[config.mk]
export PLATFORM = sky130hd
export DESIGN_NAME = mixed_signal_device_control
export DESIGN_NICKNAME = d
export VERILOG_FILES = /design/src/common/msio_ctrl_pkg.sv /design/src/rtl/mixed_signal_device_control.sv
export SDC_FILE = /design/constraint.sdc
export NUM_CORES = 1
export LEC_CHECK = 0
export ABC_AREA = 1
export BUFFER_PORTS_ARGS = -buffer_cell sky130_fd_sc_hd__buf_4
export CORE_MARGIN = 3
export CORE_UTILIZATION = 47
export CTS_BUF_LIST = sky130_fd_sc_hd__clkbuf_4
export DETAILED_ROUTE_END_ITERATION = 7
export PLACE_DENSITY = 0.75
export SLEW_MARGIN = 20
export SYNTH_ARGS = -nofsm -noshare
export SYNTH_HDL_FRONTEND = slang
export SYNTH_SLANG_ARGS = --single-unit
[constraint.sdc]
create_clock -name mclk_i -period 3.85 [get_ports mclk_i]
set_clock_uncertainty 0.05 [all_clocks]
set_input_delay 0.77 -clock mclk_i [delete_from_list [all_inputs] [get_ports mclk_i]]
set_output_delay 0.77 -clock mclk_i [all_outputs]
set_load 0.01 [all_outputs]
[src/common/msio_ctrl_pkg.sv]
// Package: register map, field layout and timing of the device control bank
package msio_ctrl_pkg;

  // Register addresses on the serial interface (7-bit register space)
  localparam logic [6:0] ADDR_GPI_LOW  = 7'h0B;
  localparam logic [6:0] ADDR_GPI_HIGH = 7'h0C;
  localparam logic [6:0] ADDR_DEV_CTRL = 7'h10;
  localparam logic [6:0] ADDR_ADC_BASE = 7'h40;  // ADC data of port 0
  localparam logic [6:0] ADDR_DAC_BASE = 7'h60;  // DAC data of port 0

  // Device control field positions
  localparam int unsigned BIT_DAC_REF    = 6;
  localparam int unsigned BIT_THERM_SD   = 7;
  localparam int unsigned BIT_TMON_LO    = 8;
  localparam int unsigned BIT_TMON_HI    = 10;
  localparam int unsigned BIT_CONV_EXT   = 11;
  localparam int unsigned BIT_SERIES_RESISTANCE_CANCEL  = 12;
  localparam int unsigned BIT_LOW_POWER  = 13;
  localparam int unsigned BIT_BURST_MODE = 14;
  localparam int unsigned BIT_SOFT_RESET = 15;

  // Value of the upper control fields after any reset
  localparam logic [15:0] DEV_CTRL_RESET = 16'h0000;

  // Number of ports and split of the GPI levels over two registers
  localparam int unsigned NUM_PORTS     = 20;
  localparam int unsigned GPI_LOW_BITS  = 16;
  localparam int unsigned GPI_HIGH_BITS = 4;

  // Thermal shutdown limit, temperature code in 1/8 degree steps
  localparam int unsigned TEMP_SHUTDOWN_DEGC = 145;
  localparam int unsigned TEMP_LSB_PER_DEGC  = 8;
  localparam logic signed [11:0] TEMP_SHUTDOWN_CODE =
    12'(TEMP_SHUTDOWN_DEGC * TEMP_LSB_PER_DEGC);

  // Length of an internal reset, in clock cycles
  localparam int unsigned SOFT_RESET_CYCLES = 4;

  // One register access word from the serial interface
  typedef struct packed {
    logic        valid;  // one-cycle strobe per data word
    logic        write;  // 1 write, 0 read
    logic        first;  // first word of a burst, addr is valid
    logic [6:0]  addr;   // start address, used when first is set
    logic [15:0] wdata;  // write data
  } reg_req_t;

  // Upper control fields as seen by the analog core
  typedef struct packed {
    logic       burst_address_mode;
    logic       low_power_enable;
    logic       series_resistance_cancel;
    logic       temp_conversion_extend;
    logic [2:0] temp_monitor_select;
    logic       thermal_shutdown_enable;
    logic       dac_ref_select;
  } dev_ctrl_t;

  localparam dev_ctrl_t DEV_CTRL_DEFAULT =
    dev_ctrl_t'(DEV_CTRL_RESET[BIT_BURST_MODE:BIT_DAC_REF]);

endpackage

[src/rtl/mixed_signal_device_control.sv]
// Device control register upper half, GPI level registers and burst addressing
`timescale 1ns/1ps
`default_nettype none

module mixed_signal_device_control
  import msio_ctrl_pkg::*;
#(
  parameter int unsigned RESET_CYCLES = SOFT_RESET_CYCLES
) (
  // Clock, reset, enable
  input  wire logic                    mclk_i,
  input  wire logic                    rst_b_i,
  input  wire logic                    clk_en_i,
  // Register access from the serial interface
  input  wire reg_req_t                req_i,
  output logic                         rvalid_o,
  output logic [15:0]                  rdata_o,
  output logic [6:0]                   access_addr_o,
  // Port configuration and sensed state
  input  wire logic [NUM_PORTS-1:0]    port_is_adc_i,
  input  wire logic [NUM_PORTS-1:0]    port_is_dac_i,
  input  wire logic [NUM_PORTS-1:0]    gpi_level_i,
  input  wire logic signed [11:0]      temp_int_i,
  input  wire logic                    temp_int_valid_i,
  // Controls to the analog core
  output dev_ctrl_t                    ctrl_o,
  output logic                         analog_hiz_o,
  output logic                         device_reset_o,
  output logic                         power_on_start_o
);

  // Elaboration checks
  if (RESET_CYCLES < 1 || RESET_CYCLES > 255) begin : g_chk
    $error("RESET_CYCLES must be 1 to 255");
  end

  // Smallest configured port above cur; bit 5 flags a hit
  function automatic logic [5:0] next_port(input logic [NUM_PORTS-1:0] mask,
                                           input logic [4:0] cur);
    logic [5:0] res;
    res = 6'h00;
    for (int i = NUM_PORTS - 1; i >= 0; i--) begin
      if (mask[i] && 5'(i) > cur) begin
        res = {1'b1, 5'(i)};
      end
    end
    return res;
  endfunction

  // Address following prev in a window when contextual stepping applies
  function automatic logic [6:0] ctx_step(input logic [6:0] prev,
                                          input logic [6:0] base,
                                          input logic [NUM_PORTS-1:0] mask);
    logic [6:0] off;
    logic [5:0] hit;
    off = prev - base;
    hit = next_port(mask, off[4:0]);
    if (prev >= base && off < 7'(NUM_PORTS) && hit[5]) begin
      return base + {2'b00, hit[4:0]};
    end
    return prev + 7'h01;
  endfunction

  // State
  dev_ctrl_t  ctrl_q;          // Upper control fields
  logic       rst_busy_q;      // Internal reset in progress
  logic [7:0] rst_cnt_q;       // Cycles left in the internal reset
  logic [6:0] addr_q;          // Address of the last access word
  logic       rvalid_q;        // Read answer strobe
  logic [15:0] rdata_q;        // Read answer data
  logic       hiz_q;           // Analog ports released
  logic       pon_q;           // Power-on sequence start pulse

  // Decoded controls
  logic [6:0] cur_addr;        // Address of the present word
  logic       ctrl_wr;         // Write to device control
  logic       soft_rst_req;    // Software asked for a reset
  logic       thermal_trip;    // Internal sensor above limit
  logic       lp_exit;         // Low power bit cleared by host
  logic [15:0] ctrl_rd;        // Device control readback

  // Burst address: explicit on the first word, stepped afterwards
  always_comb begin
    if (req_i.first) begin
      cur_addr = req_i.addr;
    end else if (!ctrl_q.burst_address_mode) begin
      cur_addr = addr_q + 7'h01;
    end else if (req_i.write) begin
      cur_addr = ctx_step(addr_q, ADDR_DAC_BASE, port_is_dac_i);
    end else begin
      // DAC data reads fall through to a plain increment here
      cur_addr = ctx_step(addr_q, ADDR_ADC_BASE, port_is_adc_i);
    end
  end

  // Event decode; control writes are refused while a reset runs
  always_comb begin
    ctrl_wr      = req_i.valid && req_i.write && cur_addr == ADDR_DEV_CTRL && !rst_busy_q;
    soft_rst_req = ctrl_wr && req_i.wdata[BIT_SOFT_RESET];
    thermal_trip = ctrl_q.thermal_shutdown_enable && ctrl_q.temp_monitor_select[0]
                   && temp_int_valid_i && temp_int_i > TEMP_SHUTDOWN_CODE;
    lp_exit      = ctrl_wr && !req_i.wdata[BIT_SOFT_RESET] && ctrl_q.low_power_enable
                   && !req_i.wdata[BIT_LOW_POWER];
    // Busy flag on top, fields at 14:6, unimplemented low bits read zero
    ctrl_rd      = {rst_busy_q, ctrl_q, 6'h00};
  end

  // Access address tracking for the burst stepping
  always_ff @(posedge mclk_i) begin
    if (!rst_b_i) begin
      addr_q <= 7'h00;
    end else if (clk_en_i && req_i.valid) begin
      addr_q <= cur_addr;
    end
  end

  // Control fields; any internal reset brings back the defaults
  always_ff @(posedge mclk_i) begin
    if (!rst_b_i) begin
      ctrl_q <= DEV_CTRL_DEFAULT;
    end else if (clk_en_i) begin
      if (soft_rst_req || thermal_trip || rst_busy_q) begin
        ctrl_q <= DEV_CTRL_DEFAULT;
      end else if (ctrl_wr) begin
        ctrl_q <= dev_ctrl_t'(req_i.wdata[BIT_BURST_MODE:BIT_DAC_REF]);
      end
    end
  end

  // Internal reset sequencer; bit 15 reads one until it ends
  always_ff @(posedge mclk_i) begin
    if (!rst_b_i) begin
      rst_busy_q <= 1'b0;
      rst_cnt_q  <= 8'h00;
    end else if (clk_en_i) begin
      if (soft_rst_req || thermal_trip) begin
        rst_busy_q <= 1'b1;
        rst_cnt_q  <= 8'(RESET_CYCLES - 1);
      end else if (rst_busy_q) begin
        if (rst_cnt_q == 8'h00) begin
          rst_busy_q <= 1'b0;
        end else begin
          rst_cnt_q <= rst_cnt_q - 8'h01;
        end
      end
    end
  end

  // Power-on sequence start after an internal reset or low power exit
  always_ff @(posedge mclk_i) begin
    if (!rst_b_i) begin
      pon_q <= 1'b0;
    end else if (clk_en_i) begin
      pon_q <= lp_exit || (rst_busy_q && rst_cnt_q == 8'h00);
    end
  end

  // Analog ports float in low power and during any reset
  always_ff @(posedge mclk_i) begin
    if (!rst_b_i) begin
      hiz_q <= 1'b1;
    end else if (clk_en_i) begin
      hiz_q <= soft_rst_req || thermal_trip || (rst_busy_q && rst_cnt_q != 8'h00)
               || (ctrl_wr ? req_i.wdata[BIT_LOW_POWER] : ctrl_q.low_power_enable);
    end
  end

  // Read answers, one cycle after the word; unmapped reads return zero
  always_ff @(posedge mclk_i) begin
    if (!rst_b_i) begin
      rvalid_q <= 1'b0;
      rdata_q  <= 16'h0000;
    end else if (clk_en_i) begin
      rvalid_q <= req_i.valid && !req_i.write;
      if (req_i.valid && !req_i.write) begin
        unique case (cur_addr)
          ADDR_GPI_LOW:  rdata_q <= gpi_level_i[GPI_LOW_BITS-1:0];
          ADDR_GPI_HIGH: rdata_q <= {12'h000, gpi_level_i[NUM_PORTS-1:GPI_LOW_BITS]};
          ADDR_DEV_CTRL: rdata_q <= ctrl_rd;
          default:       rdata_q <= 16'h0000;
        endcase
      end
    end
  end

  // Outputs straight from flops
  assign ctrl_o           = ctrl_q;
  assign rvalid_o         = rvalid_q;
  assign rdata_o          = rdata_q;
  assign access_addr_o    = addr_q;
  assign analog_hiz_o     = hiz_q;
  assign device_reset_o   = rst_busy_q;
  assign power_on_start_o = pon_q;

endmodule

`default_nettype wire

Word level (Yosys, flattened, before mapping) --
Cells that the tools add are included.
Storage, ports and cells: word-level logic and storage cells 214, register bits after elaboration 44, input port bits 102, output and inout port bits 36
Operators by class: $lt $le $gt $ge 45, reduce and logical (&&, ||, !) cells 74, mux-type cells 71, equal/unequal tests 4, $add $sub $neg 6
Operator list (number):
- two-way mux 6 bit | 46
- greater-than comparator 4 x 5 -> 1 bit (first input constant) | 16
- logical AND 1 bit | 58
- two-way mux 7 bit | 7
- one-hot mux 16 bit (3 select lines) | 1
- greater-than comparator 3 x 5 -> 1 bit (first input constant) | 8
- greater-than comparator 5 bit (first input constant) | 8
- two-way mux 8 bit | 3
- greater-than comparator 1 x 5 -> 1 bit (first input constant) | 4
- greater-than comparator 2 x 5 -> 1 bit (first input constant) | 4
- two-way mux 9 bit | 2
- equality test 7 x 4 -> 1 bit (second input constant) | 2
- greater-or-equal comparator 7 bit (second input constant) | 2
- less-than comparator 7 x 5 -> 1 bit (second input constant) | 2
- subtractor 7 bit (second input constant) | 2
- greater-than comparator 12 bit (second input constant) | 1
- two-way mux 1 bit | 12
- zero test 8 bit | 1
- nonzero test 8 bit | 1
- subtractor 8 x 1 -> 8 bit (second input constant) | 1
- adder 6 x 6 -> 7 bit (first input constant) | 1
- adder 7 x 1 -> 7 bit (second input constant) | 1
- adder 7 x 5 -> 7 bit (first input constant) | 1
- equality test 7 x 5 -> 1 bit (second input constant) | 1
- 6 further kinds | 15

Depth between registers and ports, before layout --
depth in word-level cells 43, gate-level depth with buffers 36, depth with buffers taken out 35

Worst setup path after synthesis --
OpenSTA, ideal clock, no wires.
path type register to register, start point register addr_q[0], in the netlist access_addr_o[0], end point register ctrl_q, in the netlist ctrl_o[2], arrival 2.962 ns, slack 0.706 ns, cell stages (with the launch flop) 25, setup time 0.132 ns, buffers on the path 1, clock period less this slack 3.144 ns, cell sequence dfxtp_1 inv_1 ha_1 inv_1 o31ai_1 inv_2 nand2_1 nand2_1 nor2_2 nand2_1 nor2_1 nand2_1 nand3_2 nand3_1 o2111ai_1 o211ai_1 o21ai_2 nand4_2 nor2_8 nand3_2 buf_8 nand2_1 nor2_2 nand3_1 a21oi_1
On the way: longest elaborated chain between the ends 43, elaborated cells on any way between the ends 163
RTL lines:
- from (decl) | line mixed_signal_device_control.sv:68 | logic [6:0] addr_q;
- from (signal assigned) | line mixed_signal_device_control.sv:113 | addr_q <= cur_addr;
- parallel branches: the longest is 33 deep, another holds subtractor 7 bit
- two-way mux 7 bit * | line mixed_signal_device_control.sv:86 | end else if (!ctrl_q.burst_address_mode) begin
- two-way mux 7 bit * | line mixed_signal_device_control.sv:84 | if (req_i.first) begin
- equality test 7 x 5 -> 1 bit * | line mixed_signal_device_control.sv:98 | ctrl_wr = req_i.valid && req_i.write && cur_addr == ADDR_DEV_CTRL && !rst_busy_q;
- logical AND 1 bit * (2 in series) | line mixed_signal_device_control.sv:98
- logical AND 1 bit | line mixed_signal_device_control.sv:99 | soft_rst_req = ctrl_wr && req_i.wdata[BIT_SOFT_RESET];
- logical OR 1 bit (2 in series) | line mixed_signal_device_control.sv:122 | if (soft_rst_req || thermal_trip || rst_busy_q) begin
- nonzero test 2 bit (no source line)
- AND reduction 2 bit (no source line)
- to (signal assigned) | line mixed_signal_device_control.sv:125 | ctrl_q <= dev_ctrl_t'(req_i.wdata[BIT_BURST_MODE:BIT_DAC_REF]);
- to (decl) | line mixed_signal_device_control.sv:65 | dev_ctrl_t ctrl_q;
Mark *: on every way between the ends. The select of a mux whose other input is x is not followed. A chain may end at the register's enable or synchronous reset.

Final worst setup path --
start point register addr_q[0], in the netlist access_addr_o[0], end point register rdata_q[7], in the netlist rdata_o[7]
On the way: longest elaborated chain between the ends 37, elaborated cells on any way between the ends 158
RTL lines:
- parallel branches: the longest is 33 deep, another holds subtractor 7 bit
- two-way mux 7 bit * | line mixed_signal_device_control.sv:86
- two-way mux 7 bit * | line mixed_signal_device_control.sv:84
- equality test 7 x 5 -> 1 bit / equality test 7 x 4 -> 1 bit (equally long branches) | line mixed_signal_device_control.sv:176 | unique case (cur_addr)
- one-hot mux 16 bit (3 select lines) * | line mixed_signal_device_control.sv:176
- to (signal assigned) | line mixed_signal_device_control.sv:177 | ADDR_GPI_LOW: rdata_q <= gpi_level_i[GPI_LOW_BITS-1:0];
- to (signal assigned) | line mixed_signal_device_control.sv:178 | ADDR_GPI_HIGH: rdata_q <= {12'h000, gpi_level_i[NUM_PORTS-1:GPI_LOW_BITS]};
- to (signal assigned) | line mixed_signal_device_control.sv:179 | ADDR_DEV_CTRL: rdata_q <= ctrl_rd;
- to (decl) | line mixed_signal_device_control.sv:70 | logic [15:0] rdata_q;
Marked as above.

==> metrics.csv <==
metric,value,unit
residual DRC count,0,
post-route ant nets,0,
combinational fraction of design power,0.303,
TritonCTS buffer count,5,
detailed router's first-iteration violation count,254,
Post-CTS Hold Buffers,0,
IO Pins,138,
synthesized flop and latch total,44,
slew margin rel.,0.370,
row cnt,30,
post-DR vias/cell,5.21,
antenna violations before repair,0,
WP data required,4.10,ns
largest fanout on the critical path,16,
Final Wtd Congestion,0.919,
Fmax,283,MHz
total clock sinks,44,
fin util,0.668,
post-synthesis sequential area ratio,0.261,
Core Area,6870,sq um
DP Worst Slack,0.250,ns
Placed Area,4450,sq um
CP Launch Type,register,
sw frac,0.333,
most frequent cells after synthesis,"nand2_1, nor2_1, dfxtp_1, inv_1",
Pre-antenna DRT Iters,5,
top_reg_cell synth,dfxtp_1,
sequential power share,0.423,
Ys Warns,0,
P_sw,0.374,mW
total gr overflow,0,
setup ws final,0.315,ns
top-count cell post-synth,nand2_1,
hold slack,0.426,ns
largest net degree at the start of global routing,30,
die width,90.7,microns
maxcap violations,0,
endpoints failing setup,0,
Worst-Skew Late Latency,0.38,ns
fillers,675,
setup TNS,0,ns
vias in the first global route,3826,
asr flop ratio synth,0,
starting density of the core,0.491,
Routed WL,10800,microns
worst r2r path cells,25,
post-route cell area,4590,sq um
cells after synthesis,569,
post-layout minimum cycle time,3.54,ns
Die H,90.7,microns
CP endpoint kind,register,
crit share post-route,0.918,
syn avg cell area,5.93,sq um
Syn Nets,675,
worst setup path category,reg2reg,
Max rail drop VDD,0.000122,V
synthesized area,3370,sq um
CTS root buffer,clkbuf_4,
total chip power,1.12,mW
Worst Tran Pin Value,0.944,ns
Synth area leader,dfxtp_1,
final slew viol count,0,
first-pass GRT wire length,17400,microns
Cells after DPL,790,
via count,4166,
H-tree depth,2,
I/O Buffers,131,
ant diodes,0,
P_int,0.750,mW
Yosys top cell area share,0.261,
P per Cell Area,245,nW/um^2
Clk network pwr share,0.274,
status,completed,
"Hold Violations, Final",0,
CTS tree,yes,
wire per inst,13.5,microns
"top cells by area, synth","dfxtp_1, nand2_1, a21oi_1, nand3_1, nor2_1",
die area,8230,sq um
Tightest Hold Check Type,reg2reg,
Worst Hold Path Cells,2,
Max Root-Sink Buffers,2,
overall routing resource usage,0.254,
detailed placement HPWL,8520,microns
final std cells w/o fill,799,
fin nets,808,
count of different cell masters after synthesis,46,
crit path DAT,3.78,ns
Post-synth EDFFs,0,
Synth-to-Final Area Change,35.9,%
Leak,2.32,nW
"Clk pin slew, worst setup/hold paths",0.15,ns
layout cells sized above 1,0.279,
-- metal layers --
metal,wire length (microns),GRT usage
met2,5180,0.426
met1,4720,0.322
met3,632,0.0467
met4,271,0.0969
met5,0,0
-- timing repair --
action,4_1_cts,5_1_grt
setup endpoints to repair,0,34
buffers inserted,0,1
gates resized for setup,0,11
-- cell usage in the layout, fill, tap and decap left out, types with 4 or more instances in the layout --
cell and n:
a21oi_1 41, buf_4 138, clkbuf_4 5, dfxtp_1 41, ha_1 4, inv_1 43
inv_2 10, nand2_1 214, nand2_2 8, nand3_1 41, nand4_1 11, nor2_1 51
nor2_2 8, nor3_1 5, o21ai_0 17, o21ai_1 8, xor2_1 6
-- cells by family after synthesis --
logic type                 count (synthesis)  share of synthesized area
xor gates and xnor gates                   7                     0.0182
AOI/OAI and AO/OA                         91                      0.155
buffers and inverters                     69                     0.0875
DFF                                       44                      0.261
and+or+nand+nor                          354                      0.463
adders and majority gates                  4                     0.0148
-- worst paths after layout --
kind | from | to | slack, ns
worst max-delay path | access_addr_o[0]$_SDFFE_PN0P_ | rdata_o[7]$_SDFFE_PN0P_ | 0.31
worst min-delay path | rdata_o[1]$_SDFFE_PN0P_ | rdata_o[1]$_SDFFE_PN0P_ | 0.43
worst max register to register | access_addr_o[0]$_SDFFE_PN0P_ | rdata_o[7]$_SDFFE_PN0P_ | 0.31
worst min register to register | rdata_o[1]$_SDFFE_PN0P_ | rdata_o[1]$_SDFFE_PN0P_ | 0.43
-- cell type report --
type | count | area [sq um] | area share
inverter | 56 | 211 | 0.0461
clock inverter | 3 | 46.3 | 0.0101
tap | 96 | 120 | 0.0262
sequential | 44 | 885 | 0.193
multi-input combinational | 456 | 2240 | 0.488
clock buffer | 5 | 37.5 | 0.00819
timing repair buffer | 139 | 1050 | 0.228
-- critical path, stage by stage (launching register included) --
cell	delay (ns)
dfxtp_2	0.38
inv_1	0.13
ha_1	0.22
inv_1	0.10
o31ai_1	0.28
inv_2	0.07
nand2_1	0.08
nand2_1	0.06
nor2_1	0.20
nand2_2	0.10
nor2_2	0.16
nand2_2	0.08
nand3_2	0.08
inv_2	0.06
nand2_1	0.05
o2111ai_1	0.10
o211ai_1	0.12
o21ai_2	0.15
nor3_2	0.24
nand2_1	0.11
a21oi_2	0.13
buf_6	0.18
nand2_1	0.07
o21ai_0	0.08
nand2_1	0.08
a21oi_1	0.13
-- flip-flops by register name, summed over array words and instances, names as in the netlist --
register / flops
access_addr_o: 7
rdata_o: 16
analog_hiz_o: 1
ctrl_o: 9
device_reset_o: 1
power_on_start_o: 1
rst_cnt_q: 8
rvalid_o: 1
-- power groups by stage --
stage,Clock (mW),Sequential [mW],Combinational [mW]
floorplan,0,0.484,0.192
global placement,0,0.484,0.327
detailed placement,0,0.484,0.331
CTS,0.311,0.474,0.333
global route,0.334,0.477,0.382
finish,0.308,0.475,0.341
Power figures use the tool's default switching activity.
